[src/hw/dcd_regs.svh]
// Command codes, address bit positions and timing counts of the decoder.
// Assumes nothing; included by the package and by both ends.
`ifndef DCD_REGS_SVH
`define DCD_REGS_SVH
// ==========================================================
// Command pin codes {RAS#, CAS#, WE#} with CS# low
`define DCD_OP_MRS 3'h0
`define DCD_OP_REF 3'h1
`define DCD_OP_PRE 3'h2
`define DCD_OP_ACT 3'h3
`define DCD_OP_WR 3'h4
`define DCD_OP_RD 3'h5
`define DCD_OP_ZQ 3'h6
`define DCD_OP_NOP 3'h7
// ==========================================================
// Address bit positions
`define DCD_AP_BIT 10
`define DCD_BC_BIT 12
// ==========================================================
// Timing counts, in link clock cycles unless noted
`define DCD_TRP_CK 4
`define DCD_WL_CK 5
`define DCD_BL8_CK 4
`define DCD_BC4_CK 2
// Half period of the link clock in reference clock cycles
`define DCD_CK_HALF 4
`define DCD_NBANK 8
`endif

[src/hw/dcd_pkg.sv]
// Types shared by both ends of the command link.
// Assumes dcd_regs.svh is on the include path.
`include "dcd_regs.svh"
package dcd_pkg;
  typedef enum logic [3:0] {
    cmd_none, cmd_act, cmd_pre, cmd_prea, cmd_wr, cmd_rd, cmd_mrs,
    cmd_ref, cmd_sre, cmd_srx, cmd_pde, cmd_pdx, cmd_zql, cmd_zqs,
    cmd_nop, cmd_des
  } dcd_cmd_t;
  typedef enum logic [1:0] {pwr_normal, pwr_down, pwr_selfref} dcd_pwr_t;
  typedef logic [7:0] dcd_tmr_t;
endpackage : dcd_pkg

[src/hw/dcd_if.sv]
// Command and address pins between controller and memory device.
// Assumes the controller drives every pin; the device only listens.
`timescale 1ns/100ps
interface dcd_if;
  logic ck;
  logic cs_n;
  logic ras_n;
  logic cas_n;
  logic we_n;
  logic cke;
  logic [2:0] ba;
  logic [12:0] addr;
  logic [1:0] dm;
  modport host (output ck, cs_n, ras_n, cas_n, we_n, cke, ba, addr, dm);
  modport dev (input ck, cs_n, ras_n, cas_n, we_n, cke, ba, addr, dm);
endinterface : dcd_if

[src/hw/dcd_dev.sv]
// Device end: samples the link, decodes commands, tracks bank state.
// Assumes link pins change near the falling edge of the link clock
// and are stable around its rising edge, seen through ref_clk.
//
// What this block does
// - Activate opens an idle bank's row
// - Row stays open until that bank precharges
// - Precharge one bank, or all with AP
// - Precharged bank idle, reopens after precharge time
// - Precharge to idle bank restarts precharge time
// - Other banks usable during auto precharge
// - Write to active bank, AP closes after
// - Read to active bank, AP closes after
// - A12 low chops burst to four
// - Mode register set only when all idle
// - No-operation starts nothing new
// - Chip select high ignores command pins, not CKE or mask
// - Decode uses previous and current CKE
// - Refresh idle; with CKE falling, self refresh
// - CKE falling with NOP enters power down when all idle
// - CKE rising with NOP exits power down
// - Mask high discards write byte lane
`timescale 1ns/100ps
`include "dcd_regs.svh"
module dcd_dev
  import dcd_pkg::*;
#(
  parameter int TRP_CK = `DCD_TRP_CK,
  parameter int WL_CK = `DCD_WL_CK,
  parameter bit OTF_BC = 1'b1
) (
  input wire logic ref_clk,
  input wire logic rst,
  input wire logic ce,
  dcd_if.dev link,
  output logic cmd_valid_reg,
  output dcd_cmd_t cmd_code_reg,
  output logic [2:0] cmd_bank_reg,
  output logic [12:0] cmd_addr_reg,
  output logic cmd_err_reg,
  output logic [7:0] bank_open_reg,
  output logic [7:0] bank_busy_reg,
  output dcd_pwr_t pwr_mode_reg,
  output logic wr_keep_valid_reg,
  output logic [1:0] wr_keep_reg
);

  // ==========================================================
  // Pin synchronisers
  // The clock and the pins pass the same two stages, so the sampled
  // pins line up with the detected rising edge.
  logic ck_s1_reg;
  logic ck_s2_reg;
  logic ck_s3_reg;
  logic [22:0] pin_s1_reg;
  logic [22:0] pin_s2_reg;

  always_ff @(posedge ref_clk) begin
    if (rst) begin
      ck_s1_reg <= 1'b0;
      ck_s2_reg <= 1'b0;
      ck_s3_reg <= 1'b0;
      pin_s1_reg <= 23'h7f_ffff;
      pin_s2_reg <= 23'h7f_ffff;
    end else if (ce) begin
      ck_s1_reg <= link.ck;
      ck_s2_reg <= ck_s1_reg;
      ck_s3_reg <= ck_s2_reg;
      pin_s1_reg <= {link.cs_n, link.ras_n, link.cas_n, link.we_n,
                     link.cke, link.ba, link.addr, link.dm};
      pin_s2_reg <= pin_s1_reg;
    end
  end

  logic ck_rise;
  logic cs_n;
  logic [2:0] op;
  logic cke;
  logic [2:0] ba;
  logic [12:0] addr;
  logic [1:0] dm;
  assign ck_rise = ck_s2_reg & ~ck_s3_reg;
  assign cs_n = pin_s2_reg[22];
  assign op = pin_s2_reg[21:19];
  assign cke = pin_s2_reg[18];
  assign ba = pin_s2_reg[17:15];
  assign addr = pin_s2_reg[14:2];
  assign dm = pin_s2_reg[1:0];

  // ==========================================================
  // CKE history
  logic cke_prev_reg;

  always_ff @(posedge ref_clk) begin
    if (rst) begin
      cke_prev_reg <= 1'b1;
    end else if (ce && ck_rise) begin
      cke_prev_reg <= cke;
    end
  end

  // ==========================================================
  // Command decode
  dcd_cmd_t dec;
  logic idle_cmd;
  assign idle_cmd = cs_n || (op == `DCD_OP_NOP);

  always_comb begin
    dec = cmd_none;
    if (cke_prev_reg && cke) begin
      if (cs_n) begin
        dec = cmd_des;
      end else begin
        unique case (op)
          `DCD_OP_ACT: dec = cmd_act;
          `DCD_OP_PRE: dec = addr[`DCD_AP_BIT] ? cmd_prea : cmd_pre;
          `DCD_OP_WR: dec = cmd_wr;
          `DCD_OP_RD: dec = cmd_rd;
          `DCD_OP_MRS: dec = cmd_mrs;
          `DCD_OP_REF: dec = cmd_ref;
          `DCD_OP_ZQ: dec = addr[`DCD_AP_BIT] ? cmd_zql : cmd_zqs;
          `DCD_OP_NOP: dec = cmd_nop;
        endcase
      end
    end else if (cke_prev_reg && !cke) begin
      if (!cs_n && op == `DCD_OP_REF) begin
        dec = cmd_sre;
      end else if (idle_cmd) begin
        dec = cmd_pde;
      end
    end else if (!cke_prev_reg && cke) begin
      if (idle_cmd) begin
        dec = (pwr_mode_reg == pwr_selfref) ? cmd_srx : cmd_pdx;
      end
    end else begin
      dec = cmd_nop;
    end
  end

  // ==========================================================
  // Legality against bank state
  logic hit_open;
  logic hit_busy;
  logic all_idle;
  logic legal;
  assign hit_open = bank_open_reg[ba];
  assign hit_busy = bank_busy_reg[ba];
  assign all_idle = ~|bank_open_reg && ~|bank_busy_reg;

  always_comb begin
    legal = 1'b0;
    unique case (dec)
      cmd_act: legal = !hit_open && !hit_busy;
      cmd_rd, cmd_wr: legal = hit_open;
      cmd_mrs, cmd_ref, cmd_sre, cmd_pde, cmd_zql, cmd_zqs:
        legal = all_idle;
      cmd_pre, cmd_prea: legal = 1'b1;
      cmd_srx, cmd_pdx: legal = 1'b1;
      cmd_nop, cmd_des: legal = 1'b1;
      cmd_none: legal = 1'b0;
    endcase
  end

  logic go;
  dcd_tmr_t burst_len;
  assign go = ce && ck_rise && legal;
  // Chop only applies when on-the-fly burst selection is in use
  assign burst_len = (OTF_BC && !addr[`DCD_BC_BIT]) ?
                     dcd_tmr_t'(`DCD_BC4_CK) : dcd_tmr_t'(`DCD_BL8_CK);

  // ==========================================================
  // Command report
  always_ff @(posedge ref_clk) begin
    if (rst) begin
      cmd_valid_reg <= 1'b0;
      cmd_err_reg <= 1'b0;
      cmd_code_reg <= cmd_nop;
      cmd_bank_reg <= 3'h0;
      cmd_addr_reg <= 13'h0000;
    end else if (ce) begin
      cmd_valid_reg <= go && dec != cmd_nop && dec != cmd_des;
      cmd_err_reg <= ck_rise && !legal;
      if (go && dec != cmd_nop && dec != cmd_des) begin
        cmd_code_reg <= dec;
        cmd_bank_reg <= ba;
        cmd_addr_reg <= addr;
      end
    end
  end

  // ==========================================================
  // Bank state
  // Auto precharge holds the bank busy for burst plus precharge time;
  // write latency is not added, a known simplification.
  dcd_tmr_t tmr_reg [`DCD_NBANK];
  logic ap;
  assign ap = addr[`DCD_AP_BIT];

  always_ff @(posedge ref_clk) begin
    if (rst) begin
      bank_open_reg <= 8'h00;
      bank_busy_reg <= 8'h00;
      for (int b = 0; b < `DCD_NBANK; b++) begin
        tmr_reg[b] <= 8'h00;
      end
    end else if (ce && ck_rise) begin
      for (int b = 0; b < `DCD_NBANK; b++) begin
        if (legal && (dec == cmd_prea ||
            (dec == cmd_pre && ba == 3'(b)))) begin
          bank_open_reg[b] <= 1'b0;
          bank_busy_reg[b] <= 1'b1;
          tmr_reg[b] <= dcd_tmr_t'(TRP_CK);
        end else if (legal && dec == cmd_act && ba == 3'(b)) begin
          bank_open_reg[b] <= 1'b1;
        end else if (legal && ap && ba == 3'(b) &&
                     (dec == cmd_rd || dec == cmd_wr)) begin
          bank_open_reg[b] <= 1'b0;
          bank_busy_reg[b] <= 1'b1;
          tmr_reg[b] <= dcd_tmr_t'(TRP_CK) + burst_len;
        end else if (tmr_reg[b] != 8'h00) begin
          tmr_reg[b] <= tmr_reg[b] - 8'h01;
          if (tmr_reg[b] == 8'h01) begin
            bank_busy_reg[b] <= 1'b0;
          end
        end
      end
    end
  end

  // ==========================================================
  // Power mode
  always_ff @(posedge ref_clk) begin
    if (rst) begin
      pwr_mode_reg <= pwr_normal;
    end else if (go) begin
      unique case (pwr_mode_reg)
        pwr_normal: begin
          if (dec == cmd_pde) begin
            pwr_mode_reg <= pwr_down;
          end else if (dec == cmd_sre) begin
            pwr_mode_reg <= pwr_selfref;
          end
        end
        pwr_down: begin
          if (dec == cmd_pdx) begin
            pwr_mode_reg <= pwr_normal;
          end
        end
        pwr_selfref: begin
          if (dec == cmd_srx) begin
            pwr_mode_reg <= pwr_normal;
          end
        end
      endcase
    end
  end

  // ==========================================================
  // Write mask window
  // Mask is sampled once per link clock, not on both data edges.
  dcd_tmr_t wr_cnt_reg;
  dcd_tmr_t wr_len_reg;

  always_ff @(posedge ref_clk) begin
    if (rst) begin
      wr_cnt_reg <= 8'h00;
      wr_len_reg <= 8'h00;
      wr_keep_valid_reg <= 1'b0;
      wr_keep_reg <= 2'h0;
    end else if (ce) begin
      wr_keep_valid_reg <= 1'b0;
      if (go && dec == cmd_wr) begin
        wr_cnt_reg <= dcd_tmr_t'(WL_CK) + burst_len;
        wr_len_reg <= burst_len;
      end else if (ck_rise && wr_cnt_reg != 8'h00) begin
        wr_cnt_reg <= wr_cnt_reg - 8'h01;
        if (wr_cnt_reg <= wr_len_reg) begin
          wr_keep_valid_reg <= 1'b1;
          wr_keep_reg <= ~dm;
        end
      end
    end
  end

endmodule : dcd_dev

[src/flat_wrapper.sv]
// flat-port wrapper written by rule: the top's interface ports become plain ports
module dcd_dev_flat import dcd_pkg::*;
#(
  parameter int TRP_CK = `DCD_TRP_CK,
  parameter int WL_CK = `DCD_WL_CK,
  parameter bit OTF_BC = 1'b1
)
  (ref_clk, rst, ce, cmd_valid_reg, cmd_code_reg, cmd_bank_reg, cmd_addr_reg, cmd_err_reg, bank_open_reg, bank_busy_reg, pwr_mode_reg, wr_keep_valid_reg, wr_keep_reg, link_ck, link_cs_n, link_ras_n, link_cas_n, link_we_n, link_cke, link_ba, link_addr, link_dm);
  dcd_if link_i ();
  input wire logic ref_clk;
  input wire logic rst;
  input wire logic ce;
  output logic cmd_valid_reg;
  output dcd_cmd_t cmd_code_reg;
  output logic [2:0] cmd_bank_reg;
  output logic [12:0] cmd_addr_reg;
  output logic cmd_err_reg;
  output logic [7:0] bank_open_reg;
  output logic [7:0] bank_busy_reg;
  output dcd_pwr_t pwr_mode_reg;
  output logic wr_keep_valid_reg;
  output logic [1:0] wr_keep_reg;
  input wire logic [$bits(link_i.ck)-1:0] link_ck;
  input wire logic [$bits(link_i.cs_n)-1:0] link_cs_n;
  input wire logic [$bits(link_i.ras_n)-1:0] link_ras_n;
  input wire logic [$bits(link_i.cas_n)-1:0] link_cas_n;
  input wire logic [$bits(link_i.we_n)-1:0] link_we_n;
  input wire logic [$bits(link_i.cke)-1:0] link_cke;
  input wire logic [$bits(link_i.ba)-1:0] link_ba;
  input wire logic [$bits(link_i.addr)-1:0] link_addr;
  input wire logic [$bits(link_i.dm)-1:0] link_dm;
  assign link_i.ck = link_ck;
  assign link_i.cs_n = link_cs_n;
  assign link_i.ras_n = link_ras_n;
  assign link_i.cas_n = link_cas_n;
  assign link_i.we_n = link_we_n;
  assign link_i.cke = link_cke;
  assign link_i.ba = link_ba;
  assign link_i.addr = link_addr;
  assign link_i.dm = link_dm;
  dcd_dev #(.TRP_CK(TRP_CK), .WL_CK(WL_CK), .OTF_BC(OTF_BC)) u_core (.ref_clk(ref_clk), .rst(rst), .ce(ce), .link(link_i), .cmd_valid_reg(cmd_valid_reg), .cmd_code_reg(cmd_code_reg), .cmd_bank_reg(cmd_bank_reg), .cmd_addr_reg(cmd_addr_reg), .cmd_err_reg(cmd_err_reg), .bank_open_reg(bank_open_reg), .bank_busy_reg(bank_busy_reg), .pwr_mode_reg(pwr_mode_reg), .wr_keep_valid_reg(wr_keep_valid_reg), .wr_keep_reg(wr_keep_reg));
endmodule
[config.mk]
export PLATFORM = sky130hd
export DESIGN_NAME = dcd_dev_flat
export DESIGN_NICKNAME = d
export VERILOG_FILES = /design/src/hw/dcd_pkg.sv /design/src/hw/dcd_if.sv /design/src/hw/dcd_dev.sv /design/src/flat_wrapper.sv
export VERILOG_INCLUDE_DIRS = /design/src /design/src/hw
export SDC_FILE = /design/constraint.sdc
export NUM_CORES = 1
export LEC_CHECK = 0
export ABC_AREA = 1
export BUFFER_PORTS_ARGS = -buffer_cell sky130_fd_sc_hd__buf_2
export CAP_MARGIN = 15
export CORE_MARGIN = 1
export CORE_UTILIZATION = 55
export CTS_CLUSTER_SIZE = 40
export DETAILED_ROUTE_END_ITERATION = 12
export PLACE_DENSITY = 0.84
export REMOVE_ABC_BUFFERS = 1
export SETUP_SLACK_MARGIN = 0.1
export SLEW_MARGIN = 25
export SYNTH_ARGS = -nofsm -noshare
export SYNTH_HDL_FRONTEND = slang
export SYNTH_SLANG_ARGS = --single-unit
[constraint.sdc]
create_clock -name ref_clk -period 2.7 [get_ports ref_clk]
set_input_delay 0.405 -clock ref_clk [delete_from_list [all_inputs] [get_ports ref_clk]]
set_output_delay 0.405 -clock ref_clk [all_outputs]
set_load 0.1 [all_outputs]
## Word-level counts from Yosys, hierarchy flattened

Memories as Yosys holds them, arrays and structs flattened.
Cells that the tools add are included.

| storage, ports and cells | value |
|---|---|
| register bits after elaboration | 109 |
| memory bits (writable) | 64 |
| output and inout port bits | 43 |
| bits of input ports | 27 |
| word-level logic and storage cells | 516 |
| memories kept | 1 |

Memories:

| memory | depth | bits a word | read ports | clocked after Yosys merged registers in | wr ports | RTL line | text |
|---|---|---|---|---|---|---|---|
| u_core.tmr_reg | 8 | 8 | 8 | 0 | 8 | dcd_dev.sv:195 | `` dcd_tmr_t tmr_reg [`DCD_NBANK]; `` |

| operators by class | value |
|---|---|
| $lt $le $gt $ge | 2 |
| equal/unequal tests | 52 |
| mux-type cells | 253 |
| reductions and logical operators | 137 |
| bitwise gates (word level) | 28 |
| $add $sub $neg | 11 |

Operators by type and width:

| operator | number |
|---|---|
| 2-to-1 mux 1 bit | 209 |
| 2-to-1 mux 8 bit | 26 |
| nonzero test 3 bit | 24 |
| nonzero test 8 bit | 9 |
| subtractor 8 x 1 -> 8 bit, second input constant | 9 |
| equality test 8 x 1 -> 1 bit, second input constant | 8 |
| logical AND 1 bit | 55 |
| AND reduction 4 bit | 10 |
| equality test 4 bit, second input constant | 8 |
| case mux 4 bit (8 select lines) | 1 |
| 2-to-1 mux 4 bit | 7 |
| equality test 3 bit, second input constant | 8 |
| OR 1 bit | 24 |
| AND reduction 2 bit | 11 |
| inequality test 2 x 1 -> 1 bit, second input constant | 9 |
| adder 3 x 8 -> 8 bit, first input constant | 2 |
| equality test 4 x 3 -> 1 bit, second input constant | 4 |
| OR reduction 8 bit | 2 |
| equality test 3 x 2 -> 1 bit, second input constant | 4 |
| OR reduction 6 bit | 2 |
| logical OR 1 bit | 10 |
| 2-to-1 mux 2 bit | 5 |
| equality test 4 x 2 -> 1 bit, second input constant | 2 |
| less-or-equal comparator 8 bit | 1 |
| other kinds (21) | 33 |

## Longest topological paths before layout

| depth | value |
|---|---|
| depth in word-level cells | 20 |
| mapped depth | 23 |
| mapped depth without buffers | 21 |

## Worst setup path before layout

OpenSTA, ideal clock, no wires.

| timing | value |
|---|---|
| kind | flip-flop to flip-flop |
| from | reg u_core.pwr_mode_reg[0] |
| to | mem u_core.tmr_reg[0][48] in the netlist's numbering (enable) |
| setup time | 377 ps |
| period minus slack after synthesis | 3073 ps |
| arrival | 2696 ps |
| cell stages (with the launch flop) | 10 |
| buffers on the path | 0 |
| path slack | -373 ps |
| data required time | 2323 ps |
| cells stage by stage | dfxtp_1 > inv_1 > ha_1 > nand2_1 > nand2_1 > nand2_1 > nand2_4 > nor2_1 > o21ai_0 > o2111ai_1 |

RTL lines:

| item | RTL line | text |
|---|---|---|
| from (decl) | dcd_dev.sv:43 | `output dcd_pwr_t pwr_mode_reg,` |
| from (signal assigned) | dcd_dev.sv:234 | `pwr_mode_reg <= pwr_normal;` |
| from (signal assigned) | dcd_dev.sv:239 | `pwr_mode_reg <= pwr_down;` |
| from (signal assigned) | dcd_dev.sv:241 | `pwr_mode_reg <= pwr_selfref;` |
| to (decl) | dcd_dev.sv:195 |  |

==> impl_metrics.toml <==
[run_status]
status = "complete, no violations"

[power_and_ir_drop]
ir_drop_v = 0.000633
p_per_area_nw_per_um2 = 531
power.leakage_nw = 5.11

[worst_setup_path]
crit_path_top_delay_cell = "dfxtp_4"
path_class = "flop to flop"
cp_common_cell = "nand2_2"
cp.required_ns = 2.85
crit_chain = "inv_4 -> ha_4 -> inv_2 -> nor2_2 -> nand2_1 -> nand2_2 -> nand2_2 -> nand2_2 -> nand2_2 -> nand2_1 -> nand2_1 -> nand2_2 -> nand2_2 -> nand2_4 -> buf_8 -> nand4_4 -> nand2_2 -> nand2_1 -> nand3_2 -> buf_12"
path_max_fanout = 8
arrival_ns = 2.72
cp_num_buf_inv = 4
start_kind = "flop"
critical-path-top-delay-family = "simple AND/OR/NAND/NOR gates"
cp_slowest_stage_delay_ns = 0.37
crit_path_end_kind = "flop"

[timing]
setup_tns_ns = 0
min_period_ns = 2.57
finClkSkew_ns = 0.00887
hold_slack_ns = 0.185
setup_viol = 0
worstMarginPinSlew_ns = 0.582
fmax_mhz = 389
final_max_slew_viol_count = 0
fin_ws_ns = 0.129
max_slew_margin = 0.611
rsz0062_at_grt = "true"
post-route-period-util = 0.952
final_hold_viol_count = 0

[hold_path]
hp-class = "input port to flop"

[drt]
drtAntennaViolNets = 0
wl_per_cell_um = 14.7
vias = 8224
drtIter0Drc = 670
avgViaCountPerCell = 5.49
drc_errors = 0
drtPass1Iterations = 7
drt-total-wl_mm = 22.0

[die]
die_h_um = 129
core_um2 = 15400
dieArea_um2 = 16600
std_cell_rows = 45
start_util = 0.573
io-pin-count = 70
fp.dieW_um = 129

[final_layout]
syn2layout_area_growth_pct = 24.7
layout.nets = 1335
drive_gt1_frac = 0.230
final_common_cell = "nand2_1"
final_cell_mix = "nand2_1 (236), nor2_1 (142), nand3_1 (106)"
diodes = 0
largest_reg_flops = 64

[yosys]
synthTopCellsByArea = "dfxtp_1 (23%), edfxtp_1 (22%), nand2_1 (11%)"
syn_area_per_cell_um2 = 7.74
yosys.cell_types.count = 43
syn_area_um2 = 8840
yosysSeqAreaShare = 0.451
synth_top_area_frac = 0.233
ys.flop_type = "dfxtp_1"
yosys.area.top_type = "dfxtp_1"
synth_async_sr_flop_share = 0
yosysWarnings = 0
ys_ff_latch = 167
synthCells = 1142
synth_edf_count = 64

[cts]
clock_latency_ns = 0.43
clock_path_buffers = 2
cts-root-buf = "clkbuf_16"
cts_buffers = 17
hold_buffers = 0
clock_sinks = 167
path_clk_slew_ns = 0.07
cts_tree = "done"
htree_levels = 4

[global_route]
grt_pass1_vias = 7462
grt_pass1_wl_mm = 34.3
grt_max_degree = 58
grt-ovfl-total = 0
grt_use_total = 0.260
antenna_found_initial = 0

[place]
dp_hpwl_mm = 14.5
place_ws_ns = -0.0296
routabilityCongestion = 0.931
place.port_buffers = 69

[job]
drv_cap = 0
[where the power goes]
part	internal [W]	total [W]	switching [W]	leakage [nW]
Clock	0.00134	0.00233	0.000986	0.283
Combinational	0.000256	0.000722	0.000466	3.32
Sequential	0.00273	0.00281	0.0000792	1.50
Total	0.00433	0.00586	0.00153	5.11
[repair_timing]
| item | in CTS | in global routing |
|---|---|---|
| pin swaps | 5 | 22 |
| setup buffers | 4 | 13 |
| resized for setup | 14 | 120 |
| endpoints found under the setup margin | 114 | 165 |
| cloned | 0 | 1 |
[metal layers]
metal | track usage | part of all wire
met3 | 0.0657 | 0.076
met1 | 0.329 | 0.42
met2 | 0.438 | 0.49
met5 | 0 | 0
met4 | 0.0803 | 0.019
[worst min-delay path, cell delays in order]
cell and delay (ns):
buf_2 0.07, nand2_1 0.04, nand3_1 0.06
[synth_stat cells, types with 7 or more instances]
cell type and count:
a21oi_1 54, clkbuf_1 24, dfxtp_1 103, edfxtp_1 64, ha_1 34, inv_1 104, inv_2 9, nand2_1 262
nand3_1 112, nand4_1 29, nand4_2 13, nor2_1 155, nor3_1 9, nor4_1 7, o21ai_0 60, xnor2_1 14
xor2_1 19
[per-stage QoR]
stage	instances	power, W	util	instance area (µm²)
2_1_floorplan	1105	0.00325	-	8670
3_3_place_gp	1448	0.00346	0.639	9850
3_5_place_dp	1448	0.00348	0.639	9850
4_1_cts	1483	0.00579	0.679	10500
5_1_grt	1497	0.00606	0.715	11000
6_report	1497	0.00586	0.715	11000
[final cells by class]
type,instances,area [µm²]
Clock inverter,7,53.8
Multi-Input combinational cell,821,4590
Clock buffer,24,514
Tap cell,211,264
Inverter,117,454
Sequential cell,167,4000
Fill cell,1128,4400
Timing Repair Buffer,150,1150
[logic make-up (layout without fill, tap and decap cells)]
kind of cell,count (synthesis),count (layout),share of synthesized area
adders and majority gates,34,34,0.0481
xor gates and xnor gates,33,33,0.0327
DFF,167,167,0.451
buffers and inverters,154,298,0.0696
and+or+nand+nor,610,610,0.310
AOI/OAI and AO/OA,144,144,0.0890
[final timing paths]
check	start	end	slack [ns]	cells past startpoint
setup / recovery	u_core.pin_s2_reg[18]$_SDFFE_PP1P_	u_core.tmr_reg[0][7]$_SDFFCE_PN0P_	0.13	20
hold / removal	link_addr[11]	u_core.pin_s1_reg[13]$_SDFFE_PP1P_	0.18	3
setup reg to reg	u_core.pin_s2_reg[18]$_SDFFE_PP1P_	u_core.tmr_reg[0][7]$_SDFFCE_PN0P_	0.13	20
hold reg to reg	u_core.pin_s1_reg[0]$_SDFFE_PP1P_	u_core.pin_s1_reg[0]$_SDFFE_PP1P_	0.46	2
(Power assumes the default switching activity.)
